### src/fcr_pkg.sv
// Package for the fuse configuration block: fuse byte layouts, defaults and commands.
// Assumes nothing beyond a SystemVerilog compiler.
package fcr_pkg;

   localparam int FUSE_W = 8;

   // Extended byte field positions.
   localparam int EXT_FORCE_EN_BIT = 5;
   localparam int EXT_A_LEVEL_BIT  = 4;
   localparam int EXT_B_LEVEL_BIT  = 3;
   localparam int EXT_BOD_MSB      = 2;
   localparam int EXT_BOD_LSB      = 0;

   // High byte field positions.
   localparam int HI_EXT_RST_DIS_BIT = 7;
   localparam int HI_DEBUG_EN_BIT    = 6;
   localparam int HI_SERIAL_PROG_BIT = 5;
   localparam int HI_WDT_ON_BIT      = 4;
   localparam int HI_EE_PRESERVE_BIT = 3;
   localparam int HI_BOOT_MSB        = 2;
   localparam int HI_BOOT_LSB        = 1;
   localparam int HI_RST_VEC_BIT     = 0;

   // Low byte field positions.
   localparam int LO_CLOCK_DIVIDE_BY_EIGHT_BIT = 7;
   localparam int LO_CLOCK_OUTPUT_ENABLE_BIT  = 6;
   localparam int LO_SUT_MSB    = 5;
   localparam int LO_SUT_LSB    = 4;
   localparam int LO_CKSEL_MSB  = 3;
   localparam int LO_CKSEL_LSB  = 0;

   // Default (erased-state) contents; a zero bit means programmed.
   localparam logic [7:0] EXT_DEFAULT = 8'hFF;
   localparam logic [7:0] HI_DEFAULT  = 8'hD9;
   localparam logic [7:0] LO_DEFAULT  = 8'h62;

   // Fuse byte selector used by the programming port.
   typedef enum logic [1:0] {
      FCR_SEL_LOW  = 2'b00,
      FCR_SEL_HIGH = 2'b01,
      FCR_SEL_EXT  = 2'b10
   } fcr_sel_t;

   // Programming port request.
   typedef struct packed {
      logic       wr;
      logic       rd;
      fcr_sel_t   sel;
      logic [7:0] data;
   } fcr_prog_req_t;

   // Decoded, applied fuse values for the rest of the chip.
   typedef struct packed {
      logic       ext_reset_disable;
      logic       onchip_debug_enable;
      logic       serial_prog_enable;
      logic       watchdog_always_on;
      logic       eeprom_preserve_on_erase;
      logic [1:0] boot_size_sel;
      logic       reset_vector_select;
      logic       clock_divide_by_eight;
      logic       clock_output_enable;
      logic [1:0] startup_time_sel;
      logic [3:0] clock_source_sel;
      logic [2:0] brownout_level;
   } fcr_cfg_t;

endpackage : fcr_pkg

### src/fcr_top.sv
// Notes on behaviour
// - Three fuse bytes; programmed bit reads zero, unprogrammed reads one.
// - Extended bits 5,4,3 select force, A level, B level; defaults one.
// - Extended bits 2..0 form brown-out level field, default ones.
// - Force fuse unprogrammed: PWM pins behave as ordinary port pins.
// - Force fuse programmed: reset forces PWM pins to fuse-chosen level.
// - Forced level holds after reset until first config register write.
// - A outputs high when A level fuse programmed, else low.
// - B outputs high when B level fuse programmed, else low.
// - High byte layout; all default unprogrammed except serial enable and the two boot size bits.
// - Serial enable fuse unreadable and unwritable in serial mode.
// - Boot size fuses default programmed, largest boot section.
// - Low byte layout, default clock source pattern 0010.
// - Start-up time fuses default to pattern 10.
// - Clock output fuse programmed drives system clock on port B bit 0; here a copy toggling each cycle, at half the clock rate.
// - Chip erase leaves all fuse bits unchanged.
// - Lock bit one programmed refuses any fuse change.
// - Fuses latched on programming entry; changes apply after exit.
// - Preserve fuse acts at once; fuses latched at power-up normally; here the copy follows the store every cycle outside programming mode.
//
// Top of the fuse configuration block.
// Assumes the programming port is synchronous to CORE_CLK.
`timescale 1ns/1ps
module fcr_top #(
   parameter int N_PWM = 3
) (
   // Clock and reset
   input  wire logic                   CORE_CLK,
   input  wire logic                   RST,
   // Programming interface
   input  wire logic                   PROG_MODE,
   input  wire logic                   SERIAL_MODE,
   input  wire logic                   MEMORY_LOCK_BIT_ONE_N,
   input  wire fcr_pkg::fcr_prog_req_t PROG_REQ,
   output logic [7:0]                  PROG_RDATA,
   // Software side
   input  wire logic                   PWM_OUTPUT_CONFIG_REG_WR,
   // PWM unit
   input  wire logic [N_PWM-1:0]       PWM_A_IN,
   input  wire logic [N_PWM-1:0]       PWM_B_IN,
   output logic [N_PWM-1:0]            PWM_A_SIDE_OUTPUTS,
   output logic [N_PWM-1:0]            PWM_B_SIDE_OUTPUTS,
   output logic                        PWM_FORCING,
   // Port B bit zero
   input  wire logic                   PORT_B_BIT_ZERO_IN,
   output logic                        PORT_B_BIT_ZERO,
   // Applied configuration
   output fcr_pkg::fcr_cfg_t           CFG,
   output logic [23:0]                 LATCHED_FUSES
);

   logic [7:0]        ext_s;
   logic [7:0]        hi_s;
   logic [7:0]        lo_s;
   logic [7:0]        ext_q = fcr_pkg::EXT_DEFAULT;
   logic [7:0]        hi_q  = fcr_pkg::HI_DEFAULT;
   logic [7:0]        lo_q  = fcr_pkg::LO_DEFAULT;
   logic              clkdiv_q;
   logic              hold_d;
   logic              ee_preserve_live;
   fcr_pkg::fcr_cfg_t cfg_d;
   logic              pb0_d;

   fcr_fuse_store #(
      .W (fcr_pkg::FUSE_W)
   ) u_store (
      .clk            (CORE_CLK),
      .rst            (RST),
      .req            (PROG_REQ),
      .serial_mode    (SERIAL_MODE),
      .lock_bit_one_n (MEMORY_LOCK_BIT_ONE_N),
      .ext_q          (ext_s),
      .hi_q           (hi_s),
      .lo_q           (lo_s),
      .rdata_q        (PROG_RDATA)
   );

   // hold latched copy in programming mode.
   assign hold_d = PROG_MODE;

   assign ee_preserve_live = hi_s[fcr_pkg::HI_EE_PRESERVE_BIT];

   assign cfg_d.ext_reset_disable        = hi_q[fcr_pkg::HI_EXT_RST_DIS_BIT];
   assign cfg_d.onchip_debug_enable      = hi_q[fcr_pkg::HI_DEBUG_EN_BIT];
   assign cfg_d.serial_prog_enable       = hi_q[fcr_pkg::HI_SERIAL_PROG_BIT];
   assign cfg_d.watchdog_always_on       = hi_q[fcr_pkg::HI_WDT_ON_BIT];
   assign cfg_d.eeprom_preserve_on_erase = ee_preserve_live;
   assign cfg_d.boot_size_sel            = hi_q[fcr_pkg::HI_BOOT_MSB:fcr_pkg::HI_BOOT_LSB];
   assign cfg_d.reset_vector_select      = hi_q[fcr_pkg::HI_RST_VEC_BIT];
   assign cfg_d.clock_divide_by_eight    = lo_q[fcr_pkg::LO_CLOCK_DIVIDE_BY_EIGHT_BIT];
   assign cfg_d.clock_output_enable      = lo_q[fcr_pkg::LO_CLOCK_OUTPUT_ENABLE_BIT];
   assign cfg_d.startup_time_sel         = lo_q[fcr_pkg::LO_SUT_MSB:fcr_pkg::LO_SUT_LSB];
   assign cfg_d.clock_source_sel         = lo_q[fcr_pkg::LO_CKSEL_MSB:fcr_pkg::LO_CKSEL_LSB];
   assign cfg_d.brownout_level           = ext_q[fcr_pkg::EXT_BOD_MSB:fcr_pkg::EXT_BOD_LSB];

   // programmed clock-out fuse. A toggling copy of the clock stands in for it
   // since an output straight from a flip-flop cannot carry the clock itself.
   assign pb0_d = ~lo_q[fcr_pkg::LO_CLOCK_OUTPUT_ENABLE_BIT] ? ~clkdiv_q : PORT_B_BIT_ZERO_IN;

   // copy runs through reset.
   // Reset must not clear it, or a programmed force fuse could never take effect.
   always_ff @(posedge CORE_CLK) begin
      if (!hold_d) begin
         ext_q <= ext_s;
         hi_q  <= hi_s;
         lo_q  <= lo_s;
      end
   end

   always_ff @(posedge CORE_CLK or posedge RST) begin
      if (RST) begin
         clkdiv_q <= 1'b0;
      end else begin
         clkdiv_q <= pb0_d;
      end
   end

   always_ff @(posedge CORE_CLK or posedge RST) begin
      if (RST) begin
         CFG             <= '0;
         LATCHED_FUSES   <= '0;
         PORT_B_BIT_ZERO <= 1'b0;
      end else begin
         CFG             <= cfg_d;
         LATCHED_FUSES   <= {ext_q, hi_q, lo_q};
         PORT_B_BIT_ZERO <= pb0_d;
      end
   end

   fcr_pwm_force #(
      .N (N_PWM)
   ) u_force (
      .clk        (CORE_CLK),
      .rst        (RST),
      .force_en_n (ext_q[fcr_pkg::EXT_FORCE_EN_BIT]),
      .a_level_n  (ext_q[fcr_pkg::EXT_A_LEVEL_BIT]),
      .b_level_n  (ext_q[fcr_pkg::EXT_B_LEVEL_BIT]),
      .cfg_write  (PWM_OUTPUT_CONFIG_REG_WR),
      .pwm_a_in   (PWM_A_IN),
      .pwm_b_in   (PWM_B_IN),
      .pwm_a_q    (PWM_A_SIDE_OUTPUTS),
      .pwm_b_q    (PWM_B_SIDE_OUTPUTS),
      .forcing_q  (PWM_FORCING)
   );

endmodule : fcr_top

### src/fcr_fuse_store.sv
// Non-volatile fuse byte store with lock and serial-mode guards.
// Assumes the programming port presents one-cycle write and read strobes.
`timescale 1ns/1ps
module fcr_fuse_store #(
   parameter int W = fcr_pkg::FUSE_W
) (
   // Clock and reset
   input  wire logic                  clk,
   input  wire logic                  rst,
   // Programming port
   input  wire fcr_pkg::fcr_prog_req_t req,
   input  wire logic                  serial_mode,
   input  wire logic                  lock_bit_one_n,
   // Stored contents
   output logic [W-1:0]               ext_q,
   output logic [W-1:0]               hi_q,
   output logic [W-1:0]               lo_q,
   output logic [W-1:0]               rdata_q
);

   logic [W-1:0] hi_wdata;
   logic [W-1:0] hi_rdata;
   logic         wr_ok;
   logic [W-1:0] sel_data;
   // The cells are non-volatile, so device reset leaves them alone.
   // The initial value stands for the erased state seen at power-up.
   logic [W-1:0] ext_mem_q = W'(fcr_pkg::EXT_DEFAULT);
   logic [W-1:0] hi_mem_q  = W'(fcr_pkg::HI_DEFAULT);
   logic [W-1:0] lo_mem_q  = W'(fcr_pkg::LO_DEFAULT);

   assign ext_q = ext_mem_q;
   assign hi_q  = hi_mem_q;
   assign lo_q  = lo_mem_q;

   assign wr_ok = req.wr & lock_bit_one_n;

   assign hi_wdata = serial_mode ?
      {req.data[W-1:fcr_pkg::HI_SERIAL_PROG_BIT+1], hi_q[fcr_pkg::HI_SERIAL_PROG_BIT],
       req.data[fcr_pkg::HI_SERIAL_PROG_BIT-1:0]} : req.data;
   assign hi_rdata = serial_mode ?
      (hi_q | (W'(1) << fcr_pkg::HI_SERIAL_PROG_BIT)) : hi_q;

   assign sel_data = (req.sel == fcr_pkg::FCR_SEL_EXT)  ? ext_q :
                     (req.sel == fcr_pkg::FCR_SEL_HIGH) ? hi_rdata : lo_q;

   // no erase input exists, so erase leaves fuses alone.
   always_ff @(posedge clk) begin
      if (wr_ok && req.sel == fcr_pkg::FCR_SEL_EXT) begin
         ext_mem_q <= req.data;
      end
      if (wr_ok && req.sel == fcr_pkg::FCR_SEL_HIGH) begin
         hi_mem_q <= hi_wdata;
      end
      if (wr_ok && req.sel == fcr_pkg::FCR_SEL_LOW) begin
         lo_mem_q <= req.data;
      end
   end

   always_ff @(posedge clk or posedge rst) begin
      if (rst) begin
         rdata_q <= '0;
      end else if (req.rd) begin
         rdata_q <= sel_data;
      end
   end

endmodule : fcr_fuse_store

### src/fcr_pwm_force.sv
// Reset-time forcing of the power-stage PWM outputs.
// Assumes fuse inputs are already latched and stable during reset.
`timescale 1ns/1ps
module fcr_pwm_force #(
   parameter int N = 3
) (
   // Clock and reset
   input  wire logic         clk,
   input  wire logic         rst,
   // Latched fuses
   input  wire logic         force_en_n,
   input  wire logic         a_level_n,
   input  wire logic         b_level_n,
   // Software write strobe
   input  wire logic         cfg_write,
   // PWM side
   input  wire logic [N-1:0] pwm_a_in,
   input  wire logic [N-1:0] pwm_b_in,
   output logic [N-1:0]      pwm_a_q,
   output logic [N-1:0]      pwm_b_q,
   output logic              forcing_q
);

   logic         force_d;
   logic [N-1:0] a_d;
   logic [N-1:0] b_d;

   assign force_d = rst ? ~force_en_n : (forcing_q & ~cfg_write);

   assign a_d = force_d ? {N{~a_level_n}} : pwm_a_in;
   assign b_d = force_d ? {N{~b_level_n}} : pwm_b_in;

   // Clocked through reset so the forced level shows while reset is held.
   always_ff @(posedge clk) begin
      forcing_q <= force_d;
      pwm_a_q   <= a_d;
      pwm_b_q   <= b_d;
   end

endmodule : fcr_pwm_force

### config.mk
export PLATFORM = sky130hd
export DESIGN_NAME = fcr_top
export DESIGN_NICKNAME = d
export VERILOG_FILES = /design/src/fcr_pkg.sv /design/src/fcr_top.sv /design/src/fcr_fuse_store.sv /design/src/fcr_pwm_force.sv
export SDC_FILE = /design/constraint.sdc
export NUM_CORES = 1
export LEC_CHECK = 0
export ABC_AREA = 0
export BUFFER_PORTS_ARGS = -buffer_cell sky130_fd_sc_hd__buf_2
export CORE_MARGIN = 3
export CORE_UTILIZATION = 50
export DETAILED_ROUTE_END_ITERATION = 10
export PLACE_DENSITY_LB_ADDON = 0.25
export SYNTH_ARGS = -nofsm -noshare
export SYNTH_HDL_FRONTEND = slang
export SYNTH_SLANG_ARGS = --single-unit
### constraint.sdc
create_clock -name CORE_CLK -period 1.5 [get_ports CORE_CLK]
set_input_delay 0.45 -clock CORE_CLK [delete_from_list [all_inputs] [get_ports CORE_CLK]]
set_output_delay 0.45 -clock CORE_CLK [all_outputs]
set_load 0.01 [all_outputs]
==> out/summary.txt <==
=======================================================================================
Outcome .................................................................. complete, no violations
DR pass1 iterations ......................................................            4
Post-Place Cell Area ..................................................... 0.003463 mm^2
Hold Crit Class ..........................................................     in2async
Number of setup buffers added after CTS ..................................            0
Core region area ......................................................... 0.005675 mm^2
Via count of the first global-routing pass ...............................         1662
Top-count cell post-synth ................................................ sky130_fd_sc_hd__edfxtp_1
Placer's final routability congestion estimate ...........................       0.7255
Worst rel slew slack .....................................................       71.36%
Critical Setup Path Class ................................................      reg2out
Synthesized area ......................................................... 0.003009 mm^2
Synth async-reset ratio ..................................................       38.20%
Port-buffer cells ........................................................           83
Std-Cell Rows ............................................................           27
RSZ-0062 raised after global routing .....................................        false
Total CTS buffers ........................................................            9
RR Endpoint .............................................................. u_force.pwm_b_q[0]
Cells traversed along the worst timing path ..............................        buf_2
Flip-flop and latch count after synthesis ................................           89
Clk sinks ................................................................           89
Reg-to-reg startpoint .................................................... u_force.forcing_q
Post-route DRC ...........................................................            0
Worst clock skew .........................................................     9.912 ps
Peak supply drop .........................................................    0.8230 mV
Top delay family on crit path ............................................   flip-flops
Leak .....................................................................  0.001585 uW
Detail-routed net length per standard cell ...............................     15.19 um
Number of pins with negative max-slew slack in the final report ..........            0
Initial Utilization ......................................................       53.02%
Yosys warning count ......................................................            0
Total placed cells including tap cells ...................................          315
Synth-to-Final Area Change ...............................................       22.91%
Clk Tree Root Cell ....................................................... sky130_fd_sc_hd__clkbuf_8
Primary FF master, synth ................................................. sky130_fd_sc_hd__edfxtp_1
Full die area ............................................................ 0.006985 mm^2
Clock transition at path regs ............................................        80 ps
Clock insertion delay at the later pin of the skew report ................       340 ps
Setup-violating endpoint count in the final report .......................            0
Via count ................................................................         1599
Startpoint class of the critical path ....................................     register
Number of synthesized flops with an enable pin ...........................           48
Routed WL ................................................................      5028 um
TritonCTS clock tree .....................................................        built
Number of H-tree levels ..................................................            3
Areal power density over the cells ....................................... 1341 mW/mm^2
Average size of a mapped cell ............................................   17.60 um^2
Most numerous cell types in the synthesized netlist ...................... sky130_fd_sc_hd__edfxtp_1, sky130_fd_sc_hd__dfrtp_1, sky130_fd_sc_hd__buf_4
Resize count post-CTS ....................................................            0
Reported max-cap violation count .........................................            0
Vertical die dimension ...................................................     83.58 um
Transition time at the pin with the least slew margin ....................     429.7 ps
Required time of the worst setup path ....................................      1050 ps
Critical path peak fanout ................................................            2
Number of violations reported at the end of detailed-routing iteration 0 .           96
Number of vias per cell ..................................................        4.831
Number of inserted diodes ................................................            0
Placed wire-length estimate ..............................................      3685 um
Final Hold Vio Count .....................................................            0
Period utilisation layout ................................................       89.00%
Post-synth top area cell ................................................. sky130_fd_sc_hd__edfxtp_1
Worst EP arrival .........................................................       890 ps
Dominant cells by area after synthesis ................................... sky130_fd_sc_hd__edfxtp_1, sky130_fd_sc_hd__dfrtp_1, sky130_fd_sc_hd__buf_4
Initial antenna violation count ..........................................            0
Highest-delay cell along the critical path ............................... sky130_fd_sc_hd__dfrtp_1
Number of buffers and inverters on the critical path .....................            1
Final net count ..........................................................          279
Synthesized instance count ...............................................          171
Number of nets with antenna violations after detailed routing ............            0
Highest achievable clock rate ............................................    749.1 MHz
Maximum buffer depth of the clock tree ...................................            2
Final non-filler cell area ............................................... 0.003699 mm^2
Count of different cell masters after synthesis ..........................           22
Path depth of the worst reg2reg path .....................................            3
Die Width ................................................................     83.58 um
Final instance count without filler cells ................................          331
IO Count .................................................................           84
Accumulated negative setup slack .........................................         0 ps
Capturing element type of the critical path ..............................  output port
Total Routing Usage GR ...................................................       15.74%
Clock period minus worst slack ...........................................      1335 ps
Share of final-layout standard cells stronger than drive strength 1 ......       45.17%
Overflow after GRT .......................................................            0
Wire length of the first global-routing pass .............................      8376 um
Portion of synthesized cell area occupied by the leading cell type .......       47.90%
Register area share after synthesis ......................................       80.83%
Hold Buf Count CTS .......................................................            0
Nets in the synthesized netlist ..........................................          196
Pin count of the biggest net entering global routing .....................           35
Worst reg-to-reg setup slack .............................................       330 ps
Largest stage delay on the critical path .................................       390 ps
=======================================================================================
==> worst min-delay path, delay by kind of cell <==
family / cells / cell delay (ps)
buf+inv: 3 / 590
==> cell families after synthesis <==
family,synth area share (%)
multiplexers,5.073
buffers and inverters,6.320
flip-flops,80.83
AND/OR/NAND/NOR,3.119
AO/OA/AOI/OAI,4.116
XOR/XNOR,0.5407
==> per-stage QoR <==
step	utilization, %	setup slack (ps)	power (uW)	hold slack (ps)
global placement	61.02	116.8	3146	331.9
CTS	65.17	146.0	5020	266.3
floorplan	-	-155.8	2996	330.6
finish	65.17	165.0	4958	268.0
detailed placement	61.02	45.08	3157	334.4
global route	65.17	132.2	5153	289.0
==> layout by cell type (no fill, tap or decap), types with 2 or more instances in the layout <==
cell	netlist	layout
sky130_fd_sc_hd__buf_2	1	83
sky130_fd_sc_hd__edfxtp_1	48	48
sky130_fd_sc_hd__dfrtp_1	34	34
sky130_fd_sc_hd__mux2i_1	13	13
sky130_fd_sc_hd__o22ai_1	10	10
sky130_fd_sc_hd__buf_4	20	10
sky130_fd_sc_hd__clkbuf_8	0	9
sky130_fd_sc_hd__nand2b_1	8	8
sky130_fd_sc_hd__inv_1	8	7
sky130_fd_sc_hd__dfxtp_1	7	7
sky130_fd_sc_hd__a21oi_1	5	5
sky130_fd_sc_hd__bufinv_16	0	3
sky130_fd_sc_hd__clkinvlp_4	0	2
sky130_fd_sc_hd__nand2_1	2	2
sky130_fd_sc_hd__nor2_2	0	2
sky130_fd_sc_hd__mux2_2	2	2
sky130_fd_sc_hd__clkinv_2	0	2
==> power breakdown <==
part / switching (uW) / total [uW] / internal, uW
clock: 762 / 1860 / 1100
combinational: 197 / 347 / 150
sequential: 50.4 / 2750 / 2700
==> registers in the layout (all words and copies together) (netlist names) <==
register           flops
CFG                    1
u_store.ext_q          8
ext_q                  8
LATCHED_FUSES         24
u_force.forcing_q      1
lo_q                   8
u_force.pwm_b_q        3
hi_q                   8
u_store.rdata_q        8
u_store.hi_q           8
u_store.lo_q           8
PORT_B_BIT_ZERO        1
u_force.pwm_a_q        3
==> final cells by class <==
class	count	area, um^2
Fill cell	423	1977
Tap cell	72	90.09
Inverter	8	33.78
Clock buffer	10	127.6
Timing Repair Buffer	94	510.5
Multi-Input combinational cell	52	396.6
Clock inverter	6	107.6
Sequential cell	89	2432
==> worst max-delay path by stage <==
stage | start | end | depth (start not counted) | slack [ps]
after detailed placement | RST | u_force.pwm_b_q[0] | 4 | 50
after global placement | RST | u_force.pwm_a_q[0] | 4 | 120
final | LATCHED_FUSES[10] | LATCHED_FUSES[10] | 1 | 160
after CTS | u_store.rdata_q[2] | PROG_RDATA[2] | 1 | 150
after floorplan | RST | u_force.pwm_a_q[0] | 3 | -160
after global routing | LATCHED_FUSES[10] | LATCHED_FUSES[10] | 1 | 130
==> routing by layer <==
| layer | global-route usage [%] | wire length (um) | vias to the layer above | share of wire (%) |
|---|---|---|---|---|
| li1 | - | - | 755 | - |
| met1 | 20.28 | 2081 | 771 | 41 |
| met2 | 24.80 | 2459 | 65 | 49 |
| met3 | 3.751 | 392 | 8 | 7.8 |
| met4 | 8.333 | 94 | 0 | 1.9 |
| met5 | 0 | 0 | - | 0 |
(Power assumes the default switching activity.)
